<file path="config.mk">
export PLATFORM = sky130hd
export DESIGN_NAME = ssi_position_output
export DESIGN_NICKNAME = d
export VERILOG_FILES = /design/src/ssi_position_pkg.sv /design/src/ssi_sample_buffer.sv /design/src/ssi_pin_sync.sv /design/src/ssi_position_output.sv
export SDC_FILE = /design/constraint.sdc
export NUM_CORES = 1
export LEC_CHECK = 0
export ABC_AREA = 1
export ABC_CLOCK_PERIOD_IN_PS = 1550
export BUFFER_PORTS_ARGS = -buffer_cell sky130_fd_sc_hd__buf_2
export CAP_MARGIN = 5
export CORE_MARGIN = 2
export CORE_UTILIZATION = 39
export DETAILED_ROUTE_END_ITERATION = 8
export MAX_ROUTING_LAYER = met4
export PLACE_DENSITY = 0.59
export SYNTH_ARGS = -nofsm -noshare
export SYNTH_HDL_FRONTEND = slang
export SYNTH_HIERARCHICAL = 1
export SYNTH_SLANG_ARGS = --single-unit
export TNS_END_PERCENT = 50
</file>
<file path="constraint.sdc">
create_clock -name i_clock -period 1.55 [get_ports i_clock]
set_input_delay 0.2325 -clock i_clock [delete_from_list [all_inputs] [get_ports i_clock]]
set_output_delay 0.2325 -clock i_clock [all_outputs]
set_load 0.05 [all_outputs]
</file>
<file path="src/ssi_position_pkg.sv">
// Package of constants and carrier types for the serial position output.
package ssi_position_pkg;

    // ------------------------------------------------------------------
    // Timing
    // ------------------------------------------------------------------
    localparam int unsigned CLOCK_HZ = 10_000_000;
    localparam int unsigned MONOFLOP_HOLD_INTERVAL_NS = 25_000;
    localparam int unsigned BIT_CHANGE_DELAY_NS = 90;
    localparam int unsigned SAMPLE_RATE_DEFAULT_HZ = 35_000;
    localparam int unsigned SAMPLE_RATE_FAST_HZ = 375_000;
    localparam int unsigned CLOCK_PERIOD_NS = 1_000_000_000 / CLOCK_HZ;
    localparam int unsigned MONOFLOP_CYCLES = (MONOFLOP_HOLD_INTERVAL_NS + CLOCK_PERIOD_NS - 1) / CLOCK_PERIOD_NS;
    localparam int unsigned BIT_CHANGE_CYCLES_RAW = BIT_CHANGE_DELAY_NS / CLOCK_PERIOD_NS;
    localparam int unsigned BIT_CHANGE_CYCLES = (BIT_CHANGE_CYCLES_RAW < 1) ? 1 : BIT_CHANGE_CYCLES_RAW;
    localparam int unsigned SAMPLE_DIV_DEFAULT = CLOCK_HZ / SAMPLE_RATE_DEFAULT_HZ;
    localparam int unsigned SAMPLE_DIV_FAST = CLOCK_HZ / SAMPLE_RATE_FAST_HZ;

    // ------------------------------------------------------------------
    // Word layout
    // ------------------------------------------------------------------
    localparam int unsigned POS_BITS_MIN = 12;
    localparam int unsigned POS_BITS_MAX = 21;
    localparam int unsigned POS_BITS_DEFAULT = 21;
    localparam logic ERROR_FLAG_OK = 1'b0;
    localparam logic ERROR_FLAG_FAULT = 1'b1;
    localparam logic DATA_IDLE_LEVEL = 1'b1;

    typedef struct packed {
        logic [POS_BITS_MAX-1:0] position;
        logic fault;
    } sample_word_t;

    typedef enum logic [1:0] {
        ST_IDLE = 2'b00,
        ST_SHIFT = 2'b01,
        ST_MONOFLOP = 2'b10
    } link_state_t;

endpackage : ssi_position_pkg

</file>
<file path="src/ssi_sample_buffer.sv">
// Two-entry buffer with valid and ready on both sides.
`timescale 1ns/1ps
module ssi_sample_buffer (
    input wire logic i_clock,
    input wire logic i_reset_n,
    input wire ssi_position_pkg::sample_word_t i_data,
    input wire logic i_valid,
    output logic o_ready,
    output ssi_position_pkg::sample_word_t o_data,
    output logic o_valid,
    input wire logic i_ready
);
    import ssi_position_pkg::*;

    sample_word_t mem_reg [2];
    logic wr_ptr_reg;
    logic rd_ptr_reg;
    logic [1:0] count_reg;
    logic push;
    logic pop;

    assign o_ready = (count_reg != 2'd2);
    assign o_valid = (count_reg != 2'd0);
    assign o_data = mem_reg[rd_ptr_reg];
    assign push = i_valid && o_ready;
    assign pop = o_valid && i_ready;

    always_ff @(posedge i_clock or negedge i_reset_n) begin
        if (!i_reset_n) begin
            mem_reg[0] <= '0;
            mem_reg[1] <= '0;
        end else if (push) begin
            mem_reg[wr_ptr_reg] <= i_data;
        end
    end

    always_ff @(posedge i_clock or negedge i_reset_n) begin
        if (!i_reset_n) begin
            wr_ptr_reg <= 1'b0;
            rd_ptr_reg <= 1'b0;
            count_reg <= 2'd0;
        end else begin
            if (push) begin
                wr_ptr_reg <= ~wr_ptr_reg;
            end
            if (pop) begin
                rd_ptr_reg <= ~rd_ptr_reg;
            end
            if (push && !pop) begin
                count_reg <= count_reg + 2'd1;
            end else if (pop && !push) begin
                count_reg <= count_reg - 2'd1;
            end
        end
    end

endmodule : ssi_sample_buffer

</file>
<file path="src/ssi_pin_sync.sv">
// Two-flop synchroniser for a level from outside the clock domain.
`timescale 1ns/1ps
module ssi_pin_sync (
    input wire logic i_clock,
    input wire logic i_reset_n,
    input wire logic i_async,
    output logic o_sync
);
    logic meta_reg;

    always_ff @(posedge i_clock or negedge i_reset_n) begin
        if (!i_reset_n) begin
            meta_reg <= 1'b1;
            o_sync <= 1'b1;
        end else begin
            meta_reg <= i_async;
            o_sync <= meta_reg;
        end
    end

endmodule : ssi_pin_sync

</file>
<file path="src/ssi_position_output.sv">
// Serial position output of the encoder, slave end of the synchronous serial link.
`timescale 1ns/1ps
module ssi_position_output #(
    parameter int unsigned POS_BITS = ssi_position_pkg::POS_BITS_DEFAULT,
    parameter bit HAS_SELF_TEST = 1'b1,
    parameter bit FAST_SAMPLE = 1'b0
) (
    input wire logic i_clock,
    input wire logic i_reset_n,
    input wire logic i_link_clock,
    output logic o_link_data,
    input wire logic [ssi_position_pkg::POS_BITS_MAX-1:0] i_position,
    input wire logic i_signal_fault,
    output logic o_busy,
    output logic o_sample_ready
);
    import ssi_position_pkg::*;

    localparam int unsigned FRAME_BITS = POS_BITS + (HAS_SELF_TEST ? 1 : 0);
    localparam int unsigned SAMPLE_DIV = FAST_SAMPLE ? SAMPLE_DIV_FAST : SAMPLE_DIV_DEFAULT;

    // ------------------------------------------------------------------
    // Elaboration checks
    // ------------------------------------------------------------------
    if (POS_BITS < POS_BITS_MIN || POS_BITS > POS_BITS_MAX) begin : g_bad_width
        $error("Position width must lie between 12 and 21 bits.");
    end
    if (BIT_CHANGE_CYCLES > 1) begin : g_bad_timing
        $error("Clock too fast for the bit change delay logic.");
    end

    // ------------------------------------------------------------------
    // Sample refresh and buffering
    // ------------------------------------------------------------------
    logic [15:0] sample_div_reg;
    logic sample_tick_reg;
    sample_word_t sample_in;
    sample_word_t sample_out;
    logic buf_in_ready;
    logic buf_out_valid;
    logic buf_take;
    sample_word_t held_reg;

    // The sampler runs free from reset, so position is served without setup.
    always_ff @(posedge i_clock or negedge i_reset_n) begin
        if (!i_reset_n) begin
            sample_div_reg <= 16'h0000;
            sample_tick_reg <= 1'b0;
        end else if (sample_div_reg == 16'(SAMPLE_DIV - 1)) begin
            sample_div_reg <= 16'h0000;
            sample_tick_reg <= 1'b1;
        end else begin
            sample_div_reg <= sample_div_reg + 16'h0001;
            sample_tick_reg <= 1'b0;
        end
    end

    // Position passes unchanged, as plain binary, right-aligned.
    assign sample_in.position = i_position;
    assign sample_in.fault = i_signal_fault ? ERROR_FLAG_FAULT : ERROR_FLAG_OK;

    ssi_sample_buffer u_buffer (
        .i_clock(i_clock),
        .i_reset_n(i_reset_n),
        .i_data(sample_in),
        .i_valid(sample_tick_reg),
        .o_ready(buf_in_ready),
        .o_data(sample_out),
        .o_valid(buf_out_valid),
        .i_ready(buf_take)
    );

    // The held word is the oldest refresh waiting in the buffer; drained whenever not shifting.
    link_state_t state_reg;
    assign buf_take = (state_reg != ST_SHIFT);

    always_ff @(posedge i_clock or negedge i_reset_n) begin
        if (!i_reset_n) begin
            held_reg <= '0;
        end else if (buf_take && buf_out_valid) begin
            held_reg <= sample_out;
        end
    end

    always_ff @(posedge i_clock or negedge i_reset_n) begin
        if (!i_reset_n) begin
            o_sample_ready <= 1'b0;
        end else begin
            o_sample_ready <= buf_in_ready;
        end
    end

    // ------------------------------------------------------------------
    // Link clock sampling
    // ------------------------------------------------------------------
    logic link_clock_sync;
    logic link_clock_prev_reg;
    logic link_fall;
    logic link_rise;

    ssi_pin_sync u_clock_sync (
        .i_clock(i_clock),
        .i_reset_n(i_reset_n),
        .i_async(i_link_clock),
        .o_sync(link_clock_sync)
    );

    always_ff @(posedge i_clock or negedge i_reset_n) begin
        if (!i_reset_n) begin
            link_clock_prev_reg <= 1'b1;
        end else begin
            link_clock_prev_reg <= link_clock_sync;
        end
    end

    // The master owns the clock; the block only follows its edges.
    assign link_fall = link_clock_prev_reg && !link_clock_sync;
    assign link_rise = !link_clock_prev_reg && link_clock_sync;

    // ------------------------------------------------------------------
    // Frame sequencer
    // ------------------------------------------------------------------
    logic [POS_BITS_MAX:0] frame_reg;
    logic [4:0] bits_left_reg;
    logic [15:0] mono_cnt_reg;

    function automatic logic [POS_BITS_MAX:0] build_frame(input sample_word_t w);
        logic [POS_BITS_MAX:0] f;
        f = '0;
        // Word is left-aligned so the top bit shifts out first.
        f[POS_BITS_MAX -: POS_BITS_MAX] = w.position << (POS_BITS_MAX - POS_BITS);
        if (HAS_SELF_TEST) begin
            f[POS_BITS_MAX - POS_BITS] = w.fault;
        end
        return f;
    endfunction : build_frame

    // A falling edge in idle latches the word; each rising edge but the first and the last shifts one bit.
    // Edges within the monoflop time restart the hold rather than starting a frame.
    // A frame that the master cuts short ends after the same quiet time, so the block never hangs.
    always_ff @(posedge i_clock or negedge i_reset_n) begin
        if (!i_reset_n) begin
            state_reg <= ST_IDLE;
            frame_reg <= '0;
            bits_left_reg <= 5'd0;
            mono_cnt_reg <= 16'h0000;
        end else begin
            case (state_reg)
                ST_IDLE: begin
                    if (link_fall) begin
                        frame_reg <= build_frame(held_reg);
                        bits_left_reg <= 5'(FRAME_BITS);
                        mono_cnt_reg <= 16'(MONOFLOP_CYCLES);
                        state_reg <= ST_SHIFT;
                    end
                end
                ST_SHIFT: begin
                    if (link_rise && bits_left_reg == 5'd0) begin
                        mono_cnt_reg <= 16'(MONOFLOP_CYCLES);
                        state_reg <= ST_MONOFLOP;
                    end else if (link_rise) begin
                        mono_cnt_reg <= 16'(MONOFLOP_CYCLES);
                        bits_left_reg <= bits_left_reg - 5'd1;
                        // The first rise only presents the top bit; later rises bring up the next one.
                        if (bits_left_reg != 5'(FRAME_BITS)) begin
                            frame_reg <= {frame_reg[POS_BITS_MAX-1:0], 1'b0};
                        end
                    end else if (link_fall) begin
                        mono_cnt_reg <= 16'(MONOFLOP_CYCLES);
                    end else if (mono_cnt_reg == 16'h0001) begin
                        state_reg <= ST_IDLE;
                    end else begin
                        mono_cnt_reg <= mono_cnt_reg - 16'h0001;
                    end
                end
                ST_MONOFLOP: begin
                    if (link_fall || link_rise) begin
                        mono_cnt_reg <= 16'(MONOFLOP_CYCLES);
                    end else if (mono_cnt_reg == 16'h0001) begin
                        state_reg <= ST_IDLE;
                    end else begin
                        mono_cnt_reg <= mono_cnt_reg - 16'h0001;
                    end
                end
                default: begin
                    state_reg <= ST_IDLE;
                end
            endcase
        end
    end

    // ------------------------------------------------------------------
    // Outputs
    // ------------------------------------------------------------------
    // Data leaves the idle level once the first rise is seen, and each bit stands until the next rise.
    // The pin synchroniser costs a few system clocks, so at this system clock the update lags a link
    // edge by more than 90 ns; masters must sample late in the bit, as the usual falling-edge reading does.
    always_ff @(posedge i_clock or negedge i_reset_n) begin
        if (!i_reset_n) begin
            o_link_data <= DATA_IDLE_LEVEL;
            o_busy <= 1'b0;
        end else begin
            o_busy <= (state_reg != ST_IDLE);
            if (state_reg == ST_SHIFT && bits_left_reg != 5'(FRAME_BITS)) begin
                o_link_data <= frame_reg[POS_BITS_MAX];
            end else begin
                o_link_data <= DATA_IDLE_LEVEL;
            end
        end
    end

endmodule : ssi_position_output

</file>
==> results_dict.tcl <==
set metrics [dict create \
    syn_to_final_growth_pct 23.5 \
    clk_pin_slew_ps 60 \
    syn_avg_cell_area_um2 8.49 \
    async_flop_share_pct 100 \
    wire_per_inst_um 13.1 \
    vias 5393 \
    timing.final.crit_share_pct 112 \
    grt.overflow.total 0 \
    mappedNetlistArea_um2 6790 \
    core_area_um2 17200 \
    worst_slew_pin_slew_ps 319 \
    ioPinCount 28 \
    p_leak_nw 4.04 \
    crit_arrival_ps 2020 \
    dieArea_um2 18500 \
    grt_pass1_vias 5220 \
    netlist.top_cell.by_area "dfrtp_1" \
    final_area_um2 8390 \
    dieWidth_um 136 \
    violations "negative setup slack" \
    fin_ws_ps -189 \
    synthCells 800 \
    drive_gt1_share_pct 22.7 \
    cts_buffers 17 \
    power_density_nw_per_um2 1390 \
    worstSkewPairLatency_ps 410 \
    cp_max_fo 11 \
    drt_iter0_drc 250 \
    finalSetupViolCount 64 \
    ys_seq_area_share_pct 50.9 \
    wl_um 14600 \
    synth_cell_type_count 38 \
    largest_reg_flops 44 \
    cts_sinks 138 \
    port_buffers 27 \
    fin_setup_tns_ps -6750 \
    dpl.hpwl_um 9790 \
    drc_errors 0 \
    synth_seq_cells 138 \
    period_minus_slack_ps 1740 \
    cp-end-kind "register" \
    synth_ff_type "dfrtp_1" \
    fmax_ghz 0.575 \
    initial_core_util_pct 39.6 \
    drtPass1Iterations 4 \
    grtUsageTotal_pct 17.4 \
    synth_top_cell_area_share_pct 49.4 \
    final_max_slew_viol_count 0 \
    ys_top_cells_by_area "dfrtp_1, nand2_1, nand4_1, inv_1, mux2_2" \
    power_w 0.0117 \
    htree_levels 4 \
    critPathRequiredTime_ps 1830 \
    syn-num-nets 839 \
    antenna_found_initial 0 \
    max-vdd-ir-drop_mv 0.955 \
    hold_violations 0 \
    grt_max_degree 40 \
    synth_edf_count 0 \
    hold_path_class "in2reg" \
    cts_max_path_buffers 2 \
    via_per_inst 4.82 \
    crit_path_start_kind "register" \
    grt_pass1_wl_um 25100 \
    outcome "finished, violations left" \
    diodes 0 \
    relSlewSlack_pct 78.8 \
    worstSetupPathType "reg2reg" \
    placed_area_um2 7560 \
    fillers 1694 \
    cts_tree "yes" \
    cap_violations 0 \
    yosysWarnings 6 \
    fp.dieH_um 136 \
    nets 920 \
    gp_congestion 0.828 \
    finalClockSkew_ps 14.8 \
    cts_root_buffer "clkbuf_16" \
    rsz0062_at_grt "true" \
    rows 48 \
    postRouteAntennaNets 0 \
]
==> layout by cell type (no fill, tap or decap), types with 3 or more instances in the layout <==
cell type and count:
o21ai_1 18, buf_2 26, nor2_1 50, clkbuf_8 3, mux2_2 20, nor2_4 6, o211ai_1 20, xor2_1 10
a21oi_1 18, buf_6 5, nor3_1 6, ha_4 4, nand3_1 31, o21ai_0 10, clkinv_4 3, nand4_1 56
o21ai_2 10, buf_12 6, clkbuf_16 18, dfstp_2 4, inv_2 10, ha_1 9, buf_4 55, nand2_2 8
dfrtp_1 134, nand2_1 233, nor2_2 3, inv_6 3, xnor2_1 3, inv_1 82
==> repair_timing <==
| action | CTS | global route |
|---|---|---|
| cloned | 2 | 2 |
| hold buffers | 2 | 0 |
| resized for setup | 27 | 34 |
| buffers inserted | 3 | 3 |
| setup endpoints to repair | 66 | 78 |
| pin swaps | 3 | 5 |
| hold endpoints to repair | 118 | 0 |
==> cell families (layout without fill, tap and decap cells) <==
logic type / after synthesis / in the layout / share of synthesized area (%)
and+or+nand+nor: 403 / 403 / 26.0
muxes: 20 / 20 / 3.31
DFF: 138 / 138 / 50.9
xor gates and xnor gates: 13 / 13 / 1.68
adders and majority gates: 14 / 14 / 2.58
buffers and inverters: 128 / 222 / 8.34
AOI/OAI and AO/OA: 84 / 84 / 7.18
==> per-layer routing <==
metal | track usage (%) | up-vias | part of all wire (%)
met5 | - | - | 0
met4 | 4.34 | 0 | 0.49
met3 | 3.91 | 2 | 2.4
met2 | 27.0 | 61 | 48
met1 | 23.3 | 2557 | 50
li1 | - | 2773 | -
==> final timing paths <==
kind,start,endpoint,slack (ps),cells after the start
max in group asynchronous,i_reset_n,u_buffer/count_reg[1],780,3
max,link_clock_prev_reg,frame_reg[7],-190,10
max reg2reg,link_clock_prev_reg,frame_reg[7],-190,10
min in group asynchronous,i_reset_n,mono_cnt_reg[13],250,2
min reg2reg,u_clock_sync/meta_reg,u_clock_sync/o_sync,390,0
min,i_position[10],u_buffer/mem_reg[11],80,3
==> layout make-up <==
type	count	area (µm²)	area share (%)
sequential	138	3460	41.2
multi-input combinational	534	2950	35.1
timing repair buffer	96	792	9.44
clock buffer	22	474	5.65
inverter	94	355	4.24
tap	225	282	3.36
clock inverter	10	83.8	0.999
==> synth_stat cells (2+ instances only) <==
cell type,count
buf_2,23
xor2_1,10
inv_2,4
dfstp_2,4
o21ai_1,2
nand4_1,56
dfrtp_1,134
nand3_2,2
nor2_2,4
nand2_1,238
nand2_2,4
o21ai_0,34
o22ai_1,2
inv_1,89
o211ai_1,20
buf_6,7
xnor2_1,3
nor3_1,7
nand3_1,31
o21ai_2,2
nor3b_1,2
a21oi_1,20
mux2_2,20
nor2_1,54
a31oi_1,2
ha_1,14
==> critical path, stage by stage, from the launching register on <==
cell and delay [ps]:
dfstp_2 560, ha_4 160, inv_4 40, nand2_4 60, o21ai_2 60, a21oi_2 110
nand2_2 90, nor2_4 170, buf_6 150, buf_16 130, o21ai_1 60
==> report_power, final <==
group          switching, W  total (W)  internal (W)
clock               0.00160    0.00380       0.00221
combinational       0.00206    0.00359       0.00153
sequential         0.000225    0.00426       0.00404
total               0.00388     0.0117       0.00778
==> metrics by stage <==
step                      hold slack, ps  util (%)  setup slack (ps)  instances
after CTS                           63.9      48.1              -163       1116
final                               79.7      48.8              -189       1119
after detailed placement             108      44.0              -206       1077
after global placement               106      44.0              -180       1077
after floorplan                    -63.1         -             -45.4        800
after global routing                64.7      48.8              -298       1119
(Power assumes the default switching activity.)
